File: src/isme_consts.vh
// constants for the increment-skip / or / move-literal execute block
`ifndef ISME_CONSTS_VH
`define ISME_CONSTS_VH

// instruction word layout
`define ISME_WORD_W          14
`define ISME_DATA_W          8
`define ISME_FADDR_W         7
`define ISME_DEST_BIT        7
`define ISME_OP6_HI          13
`define ISME_OP6_LO          8
`define ISME_OP4_LO          10

// opcode patterns (upper six bits, or upper four for the literal load)
`define ISME_OP_INCSKIP      6'h0f
`define ISME_OP_ORFILE       6'h04
`define ISME_OP_ORLIT        6'h38
`define ISME_OP_LOADLIT      4'hc

// decoded operation classes
`define ISME_CLS_W           3
`define ISME_CLS_NOP         3'h0
`define ISME_CLS_INCSKIP     3'h1
`define ISME_CLS_ORFILE      3'h2
`define ISME_CLS_LOADLIT     3'h3
`define ISME_CLS_ORLIT       3'h4

// timing: one instruction cycle is four oscillator periods
`define ISME_OSC_PERIOD_NS   10
`define ISME_OSC_PER_INSTR   4
`define ISME_PHASE_W         2
`define ISME_PHASE_LAST      2'h3

// reset values
`define ISME_ACC_RESET       8'h00

`endif

File: src/isme_decode.v
// opcode decoder for the execute block
`timescale 1ns/100ps
`include "isme_consts.vh"

module isme_decode (
  // instruction word in
  input  wire [`ISME_WORD_W-1:0] word,
  // decoded class out
  output reg  [`ISME_CLS_W-1:0]  op_class,
  output reg                     known
);

  wire [5:0] op6;
  wire [3:0] op4;

  assign op6 = word[`ISME_OP6_HI:`ISME_OP6_LO];
  assign op4 = word[`ISME_OP6_HI:`ISME_OP4_LO];

  always @* begin
    op_class = `ISME_CLS_NOP;
    known    = 1'b1;
    if (op6 == `ISME_OP_INCSKIP) begin
      op_class = `ISME_CLS_INCSKIP;
    end else if (op6 == `ISME_OP_ORFILE) begin
      op_class = `ISME_CLS_ORFILE;
    end else if (op6 == `ISME_OP_ORLIT) begin
      op_class = `ISME_CLS_ORLIT;
    end else if (op4 == `ISME_OP_LOADLIT) begin
      // bits 9:8 ignored, any value decodes
      op_class = `ISME_CLS_LOADLIT;
    end else begin
      known = 1'b0;
    end
  end

endmodule

File: src/isme_exec.v
// execute stage for increment-skip, or-with-file, or-literal, load-literal
`timescale 1ns/100ps
`include "isme_consts.vh"

// What this block does
// - increment-then-skip adds one to the file value and sends it to acc or file by d, flags untouched.
// - a zero increment result discards the fetched next word and runs a no-operation cycle instead.
// - or-with-file ORs acc with the file value, routes by d, updates zero, takes one cycle.
// - load-literal puts the low eight bits into the accumulator in one cycle, flags untouched.
// - the two don't-care bits of load-literal are ignored by the decoder whatever they hold.
// - or-literal ORs acc with the low eight bits into acc, updates zero, takes one cycle.
// - an instruction cycle is four oscillator clocks; skips take two such cycles.
module isme_exec (
  // clock and reset
  input  wire                      clock,
  input  wire                      reset,
  // instruction from fetch
  input  wire                      instr_valid,
  input  wire [`ISME_WORD_W-1:0]   instr_word,
  output wire                      instr_ready,
  // file register read port
  output reg  [`ISME_FADDR_W-1:0]  file_addr_q,
  input  wire [`ISME_DATA_W-1:0]   file_data,
  // file register write port
  output reg                       file_wr_en_q,
  output reg  [`ISME_DATA_W-1:0]   file_wr_data_q,
  // accumulator
  output reg  [`ISME_DATA_W-1:0]   acc_q,
  // zero flag update to status
  output reg                       zero_we_q,
  output reg                       zero_value_q,
  // sequencing status
  output reg  [`ISME_PHASE_W-1:0]  phase_q,
  output reg                       skip_pending_q,
  output reg                       discard_q,
  output reg                       cycle_done_q,
  output reg                       unsupported_q
);

  // phase states of one instruction cycle
  localparam [`ISME_PHASE_W-1:0] PH_TAKE   = 2'h0;
  localparam [`ISME_PHASE_W-1:0] PH_READ   = 2'h1;
  localparam [`ISME_PHASE_W-1:0] PH_CALC   = 2'h2;
  localparam [`ISME_PHASE_W-1:0] PH_COMMIT = 2'h3;

  // instruction cycle length in ns, for reference by users of the block
  localparam integer INSTR_CYCLE_NS =
    `ISME_OSC_PERIOD_NS * `ISME_OSC_PER_INSTR;

  function is_zero;
    input [`ISME_DATA_W-1:0] v;
    begin
      is_zero = (v == {`ISME_DATA_W{1'b0}});
    end
  endfunction

  // latched instruction and decode
  reg  [`ISME_WORD_W-1:0] instr_q;
  reg  [`ISME_CLS_W-1:0]  class_q;
  reg                     dest_file_q;
  reg  [`ISME_DATA_W-1:0] operand_q;
  reg  [`ISME_DATA_W-1:0] result_q;
  reg  [`ISME_DATA_W-1:0] result_d;
  reg  [`ISME_PHASE_W-1:0] phase_d;

  wire [`ISME_CLS_W-1:0]  dec_class;
  wire                    dec_known;
  wire [`ISME_DATA_W-1:0] literal;

  isme_decode u_decode (
    .word     (instr_word),
    .op_class (dec_class),
    .known    (dec_known)
  );

  assign literal = instr_q[`ISME_DATA_W-1:0];

  // word is taken only at the first clock of a cycle
  assign instr_ready = (phase_q == PH_TAKE);

  // free-running phase counter, four clocks per instruction
  always @* begin
    case (phase_q)
      PH_TAKE:   phase_d = PH_READ;
      PH_READ:   phase_d = PH_CALC;
      PH_CALC:   phase_d = PH_COMMIT;
      PH_COMMIT: phase_d = PH_TAKE;
      default:   phase_d = PH_TAKE;
    endcase
  end

  always @(posedge clock or posedge reset) begin
    if (reset) begin
      phase_q <= PH_TAKE;
    end else begin
      phase_q <= phase_d;
    end
  end

  // take stage: a missing word or a skip turns the cycle into a no-op
  always @(posedge clock or posedge reset) begin
    if (reset) begin
      instr_q       <= {`ISME_WORD_W{1'b0}};
      class_q       <= `ISME_CLS_NOP;
      dest_file_q   <= 1'b0;
      file_addr_q   <= {`ISME_FADDR_W{1'b0}};
      discard_q     <= 1'b0;
      unsupported_q <= 1'b0;
    end else begin
      discard_q <= 1'b0;
      if (phase_q == PH_TAKE) begin
        instr_q     <= instr_word;
        dest_file_q <= instr_word[`ISME_DEST_BIT];
        file_addr_q <= instr_word[`ISME_FADDR_W-1:0];
        if (skip_pending_q) begin
          // prefetched word thrown away, no-operation runs
          class_q       <= `ISME_CLS_NOP;
          discard_q     <= instr_valid;
          unsupported_q <= 1'b0;
        end else if (instr_valid) begin
          class_q       <= dec_class;
          unsupported_q <= ~dec_known;
        end else begin
          class_q       <= `ISME_CLS_NOP;
          unsupported_q <= 1'b0;
        end
      end
    end
  end

  // file value sampled while phase is read, address stable since take
  always @(posedge clock or posedge reset) begin
    if (reset) begin
      operand_q <= {`ISME_DATA_W{1'b0}};
    end else if (phase_q == PH_READ) begin
      operand_q <= file_data;
    end
  end

  // arithmetic for each class
  always @* begin
    case (class_q)
      `ISME_CLS_INCSKIP: result_d = operand_q + 8'h01;
      `ISME_CLS_ORFILE:  result_d = acc_q | operand_q;
      `ISME_CLS_ORLIT:   result_d = acc_q | literal;
      `ISME_CLS_LOADLIT: result_d = literal;
      default:           result_d = acc_q;
    endcase
  end

  always @(posedge clock or posedge reset) begin
    if (reset) begin
      result_q <= {`ISME_DATA_W{1'b0}};
    end else if (phase_q == PH_CALC) begin
      result_q <= result_d;
    end
  end

  // commit stage: all writes land on the last clock of the cycle
  always @(posedge clock or posedge reset) begin
    if (reset) begin
      acc_q          <= `ISME_ACC_RESET;
      file_wr_en_q   <= 1'b0;
      file_wr_data_q <= {`ISME_DATA_W{1'b0}};
      zero_we_q      <= 1'b0;
      zero_value_q   <= 1'b0;
      skip_pending_q <= 1'b0;
      cycle_done_q   <= 1'b0;
    end else begin
      file_wr_en_q <= 1'b0;
      zero_we_q    <= 1'b0;
      cycle_done_q <= 1'b0;
      if (phase_q == PH_COMMIT) begin
        cycle_done_q   <= 1'b1;
        file_wr_data_q <= result_q;
        // skip cycle ends here; only a new zero increment re-arms it
        skip_pending_q <= 1'b0;
        case (class_q)
          `ISME_CLS_INCSKIP: begin
            // no zero flag write on increment
            if (dest_file_q) begin
              file_wr_en_q <= 1'b1;
            end else begin
              acc_q <= result_q;
            end
            skip_pending_q <= is_zero(result_q);
          end
          `ISME_CLS_ORFILE: begin
            if (dest_file_q) begin
              file_wr_en_q <= 1'b1;
            end else begin
              acc_q <= result_q;
            end
            zero_we_q    <= 1'b1;
            zero_value_q <= is_zero(result_q);
          end
          `ISME_CLS_ORLIT: begin
            acc_q        <= result_q;
            zero_we_q    <= 1'b1;
            zero_value_q <= is_zero(result_q);
          end
          `ISME_CLS_LOADLIT: begin
            acc_q <= result_q;
          end
          default: begin
            // no-operation and foreign opcodes leave state alone
            acc_q <= acc_q;
          end
        endcase
      end
    end
  end

  // a zero-result write to file still happens before the skip cycle,
  // so the partner sees the wrapped value before the discarded word

endmodule

File: config.mk
export PLATFORM = sky130hd
export DESIGN_NAME = isme_exec
export DESIGN_NICKNAME = d
export VERILOG_FILES = /design/src/isme_decode.v /design/src/isme_exec.v
export VERILOG_INCLUDE_DIRS = /design/src
export SDC_FILE = /design/constraint.sdc
export NUM_CORES = 1
export LEC_CHECK = 0
export BUFFER_PORTS_ARGS = -buffer_cell sky130_fd_sc_hd__buf_4
export CAP_MARGIN = 20
export CORE_AREA = 2 2 62 93
export DETAILED_ROUTE_END_ITERATION = 10
export DIE_AREA = 0 0 64 95
export PLACE_DENSITY = 0.77
export SETUP_SLACK_MARGIN = 0.15
export SYNTH_ARGS = -nofsm -noshare
export SYNTH_HDL_FRONTEND = slang
export SYNTH_SLANG_ARGS = --single-unit
export TNS_END_PERCENT = 5
File: constraint.sdc
create_clock -name clock -period 4.8 [get_ports clock]
set_input_delay 0.24 -clock clock [delete_from_list [all_inputs] [get_ports clock]]
set_output_delay 0.24 -clock clock [all_outputs]
set_load 0.1 [all_outputs]
==> results of run 1 <==
-- kinds of logic (layout without fill, tap and decap cells) --
group	Yosys count	in the layout	synth area share (%)
AOI/OAI and AO/OA	53	53	14.6
xor gates and xnor gates	5	5	1.71
adders and majority gates	5	5	2.44
buffers and inverters	22	79	3.51
DFF	52	52	50.8
muxes	33	33	14.4
and+or+nand+nor	56	56	12.5
-- cell usage in the layout (no fill, tap or decap), types with 3 or more instances in the layout --
cell type / instances
a21oi_1: 9
nor2_1: 10
mux2_2: 31
buf_4: 58
o22ai_1: 3
dfrtp_1: 52
ha_1: 5
o211a_1: 3
o2bb2ai_1: 3
o211ai_1: 5
nand3_1: 9
nor2b_1: 3
nand2_1: 8
clkbuf_8: 6
a211oi_1: 3
or4_1: 5
a221oi_1: 3
o21ai_0: 8
xnor2_1: 3
or3b_2: 4
inv_1: 11
-- metrics by stage --
stage                     instances  utilization (%)
final                           353             59.8
after global routing            353             59.8
after CTS                       352             59.4
after detailed placement        344             57.1
after global placement          344             57.1
after floorplan                 226                -
-- final timing paths --
check                                               from                            end  slack [ps]  cells after the start
min in group clock                         instr_word[7]         instr_q[7]$_DFFE_PP0P_         150                      3
max in group asynchronous                          reset           acc_q[3]$_DFFE_PP0P_        4310                      3
max reg2reg                         phase_q[1]$_DFF_PP0_           acc_q[3]$_DFFE_PP0P_        2720                      4
min reg2reg                file_wr_data_q[0]$_DFFE_PP0P_  file_wr_data_q[0]$_DFFE_PP0P_         520                      1
max                                 phase_q[1]$_DFF_PP0_           acc_q[3]$_DFFE_PP0P_        2720                      4
min                                                reset            discard_q$_DFF_PP0_         -30                      2
-- where the power goes --
group | leakage (nW) | internal [W] | switching, W | total [W]
sequential | 0.675 | 0.000462 | 0.0000268 | 0.000489
clock | 0.0614 | 0.000171 | 0.000141 | 0.000312
combinational | 0.734 | 0.0000613 | 0.000151 | 0.000212
total | 1.47 | 0.000694 | 0.000319 | 0.00101
-- state kept, by name, summed over array words and instances, names as in the netlist, 2 cells and up --
register and count:
phase_q 2, result_q 8, class_q 3, acc_q 8, file_wr_data_q 8, file_addr_q 6, instr_q 2, operand_q 8
-- cell type report --
cell class | instances | area [um^2]
fillers | 476 | 2140
clock buffers | 6 | 82.6
multi-input cells | 152 | 1170
well taps | 70 | 87.6
flip-flops and latches | 52 | 1300
repair buffers | 59 | 455
inverters | 12 | 45.0
clock inverters | 2 | 38.8
-- layer usage --
layer  wire length, um  vias up  share of wire, %  global-route usage (%)
met1              2230      980                40                    24.6
met4               114        0               2.0                    6.88
met5                 0        -                 0                       0
met2              3040       60                54                    33.7
met3               198       11               3.5                    2.62
li1                  -      942                 -                       -
==> impl_metrics.ini, run 1 <==
[sta]
fin_skew_ps = 4.70
setup_slack_ps = 2720
max_slew.worst_pin.slew_ps = 695
max_freq_ghz = 0.480
slew_viol_final = 0
period_share_pct = 43.4
period_minus_slack_ps = 2080
rsz0062_at_grt = false
relSlewSlack_pct = 53.7
holdWs_ps = -30.8
setup_viol = 0
finalHoldViolCount = 23
setup-tns-final_ps = 0

[logic_synthesis]
syn_avg_cell_area_um2 = 11.3
synth_ff_type = dfrtp_1
synth_top_cell_area_share_pct = 50.8
yosysMostFrequentCell = dfrtp_1
ys_top_cells_by_area = dfrtp_1, mux2_2, ha_1
ys_seq_area_share_pct = 50.8
ys_top_cells_by_count = dfrtp_1, mux2_2, inv_1
synth_nets = 256
ys_ff_latch = 52
yosysTopAreaCell = dfrtp_1
synth_area_um2 = 2560
synth_edf_count = 0
yosys_warnings = 0
synthArstFlopShare_pct = 100
postSynthCellCount = 226
synth.distinct_cells = 48

[layout]
final_nets = 312
drive_gt1_share_pct = 37.8
antenna_cells = 0
final_cell_area_um2 = 3180
area_growth_syn_to_layout_pct = 24.2

[setup_path]
cp-end-kind = register
crit_path_cell_trace = ha_1 -> o21ai_1 -> a21oi_2 -> mux2_2
crit_slowest_cell = ha_1
critPathLaunchType = register
critPathMaxFanout = 14
path_class = reg2reg
worst_path_dominant_cell_family = compound AO/OA/AOI/OAI gates
cp_num_buf_inv = 0
required_ps = 4990
worstPathArrival_ps = 2270
slowest_delay_ps = 570

[clock_tree]
ctsResizeCount = 0
cts_tree = built
holdBufCountCts = 0
cts_setup_buffers = 0
cts.clk_slew.worst_paths_ps = 90
cts-root-buf = clkbuf_8
clock-sinks = 52
htree_levels = 2
cts_buffers = 5
clock_latency_ps = 300
clk_path_buf_depth = 2

[die]
fp.dieH_um = 95
io_pins = 58
num_rows = 33
dieArea_um2 = 6080
die_w_um = 64
design.core.area_um2 = 5330
start_util_pct = 48.1

[outcome]
status = complete, but fails checks
violations = hold timing

[pwr]
power.density_nw_per_um2 = 318
total_power_w = 0.00101
cellLeakagePower_nw = 1.47
peakVddDrop_mv = 0.204

[placed_design]
place_area_um2 = 3040
gp_congestion = 0.924
io_buffers = 57
place_hpwl_um = 4140
preCtsSetupSlack_ps = 2680

[drt]
wl_um = 5580
ant_nets = 0
via_count = 1993
via_per_inst = 5.65
remaining_drc_errors = 0
wl_per_cell_um = 15.8
dr.pass1.iters = 4
drt-initial-drc-count = 154

[run]
cap_viol_max_count = 0

[global_route]
grt.total_usage_pct = 19.4
grt_max_degree = 53
grt_overflow_total = 0
grt_antenna_before_repair = 0
grt_pass1_vias = 1887
grt_pass1_wl_um = 9250

[hold_path]
hold_path.class = in2async
No activity file was read; power rests on OpenSTA's default activity.
==> inputs of run 2 (changes only) <==
CORE_AREA = 2 2 63 95   (was 2 2 62 93)
DIE_AREA = 0 0 65 97   (was 0 0 64 95)
clock period = 1.75 ns   (was 4.8 ns; I/O delays follow)
==> run 2 against run 1 <==
  * Design area grew 9.4%
  * Flip-flop and latch count unchanged
  * Critical path type unchanged
  * Combinational power rose to 3.0 times the previous value
  * Power increased to 2.7 times the previous value
  * Worst setup slack got worse by 2600 ps
  * Largest power group unchanged
  * The flow now finishes without violations
  * First-iteration DRC count down 60%
==> impl_metrics.ini, run 2 (synthesis results as in run 1) <==
[sta]
relSlewSlack_pct = 62.5
max_slew.worst_pin.slew_ps = 562
finalHoldViolCount = 0
max_freq_ghz = 0.611
rsz0062_at_grt = true
period_minus_slack_ps = 1640
setup_viol = 0
slew_viol_final = 0
period_share_pct = 93.5
setup-tns-final_ps = 0
fin_skew_ps = 8.92

[drt]
wl_um = 6470
remaining_drc_errors = 0
via_per_inst = 5.57
wl_per_cell_um = 17.1
ant_nets = 0
via_count = 2112
dr.pass1.iters = 4
drt-initial-drc-count = 61

[clock_tree]
clock_latency_ps = 320
htree_levels = 2
cts-root-buf = clkbuf_8
cts_tree = built
clock-sinks = 52
clk_path_buf_depth = 2
cts_buffers = 5
cts.clk_slew.worst_paths_ps = 100

[layout]
seqCellArea_um2 = 1310
antenna_cells = 0
fillers = 438
multi_input_area_um2 = 1260
final_nets = 338
final_cell_area_um2 = 3480
drive_gt1_share_pct = 47.9
layout.cells.most_common = buf_4
area_growth_syn_to_layout_pct = 35.8
mostFrequentLayoutCells = buf_4, dfrtp_1, mux2_2, a21oi_1, nor2_1

[setup_path]
required_ps = 1950
r2r_start = class_q[2]$_DFFE_PP0P_
crit_slowest_cell = or3b_2
cp-end-kind = register
critPathCapture = result_q[7]$_DFFE_PP0P_
worstPathArrival_ps = 1840
slowest_delay_ps = 450
crit_start = class_q[2]$_DFFE_PP0P_
r2r-end = result_q[7]$_DFFE_PP0P_
crit_path_cell_trace = buf_4 -> or3b_2 -> a211oi_2 -> o211a_1 -> o2bb2ai_1
critPathMaxFanout = 7
worstRegToRegCells = 5
ff2ff_setup_slack_ps = 110
path_class = reg2reg
critPathLaunchType = register

[global_route]
grt_max_degree = 28
grt_pass1_wl_um = 10500
grt_antenna_before_repair = 0
grt.total_usage_pct = 21.9
grt_pass1_vias = 2117
grt_overflow_total = 0

[die]
io_pins = 58
design.core.area_um2 = 5410
die_w_um = 65
num_rows = 33
fp.dieH_um = 97
dieArea_um2 = 6310
start_util_pct = 47.4

[run]
cap_viol_max_count = 0

[placed_design]
io_buffers = 57
place_hpwl_um = 4860
place_area_um2 = 3250
gp_congestion = 0.957

[outcome]
status = finished clean

[pwr]
power.density_nw_per_um2 = 774
peakVddDrop_mv = 0.500
cellLeakagePower_nw = 1.62

[hold_path]
min_from = instr_word[2]
hold_path.class = in2reg
-- run 2: cell count changes in the layout (fill, tap and decap cells not counted), sizes merged --
cell,before,now
buf,59,78
bufinv,1,0
clkbuf,6,5
clkinvlp,0,2
dlygate4sd3,0,7
-- run 2: repair_timing --
item	in CTS	in global routing
pin swaps	3	3
buffers inserted	0	2
endpoints found under the hold margin	31	0
setup endpoints to repair	15	16
resized for setup	0	12
hold buffers	7	0
-- run 2: critical path, delay by kind of cell (launching register included) --
kind	cells	cell delay, ps
AOI/OAI and AO/OA	3	440
buffers and inverters	1	180
and+or+nand+nor	1	450
DFF	1	440
-- run 2: per-layer routing --
layer	routed length, um	global-route usage (%)	up-vias	part of all wire [%]
met5	0	0	-	0
met1	2620	26.8	1037	40
met4	246	10.1	0	3.8
li1	-	-	998	-
met3	201	2.33	17	3.1
met2	3410	37.7	60	53
-- run 2: worst min-delay path by stage --
stage / to / cells after the start
detailed placement: file_wr_data_q[0]$_DFFE_PP0P_ / 2
global placement: file_wr_data_q[0]$_DFFE_PP0P_ / 2
CTS: file_addr_q[1]$_DFFE_PP0P_ / 2
finish: file_addr_q[2]$_DFFE_PP0P_ / 3
floorplan: class_q[1]$_DFFE_PP0P_ / 1
global route: operand_q[5]$_DFFE_PP0N_ / 2
-- run 2: layout make-up --
class                      instances  share of cell area, %
tap                               70                   2.52
clock inverter                     3                  0.791
timing repair buffer              85                   19.6
multi-input combinational        152                   36.3
clock buffer                       5                   1.98
inverter                          12                   1.40
sequential                        52                   37.5
-- run 2: power breakdown --
group,switching [W],internal (W)
Clock,0.000435,0.000294
Sequential,0.0000698,0.00127
Combinational,0.000436,0.000193
Total,0.000940,0.00176
-- run 2: per-stage QoR --
step,util (%),total power [W],hold WS (ps),setup slack (ps),std cells
6_report,64.4,0.00270,0.896,114,379
4_1_cts,63.1,0.00271,0.0299,75.2,377
3_3_place_gp,60.0,0.00196,179,110,362
2_1_floorplan,-,0.00178,201,-119,226
3_5_place_dp,60.0,0.00197,183,92.5,362
5_1_grt,64.4,0.00280,2.94,35.5,379
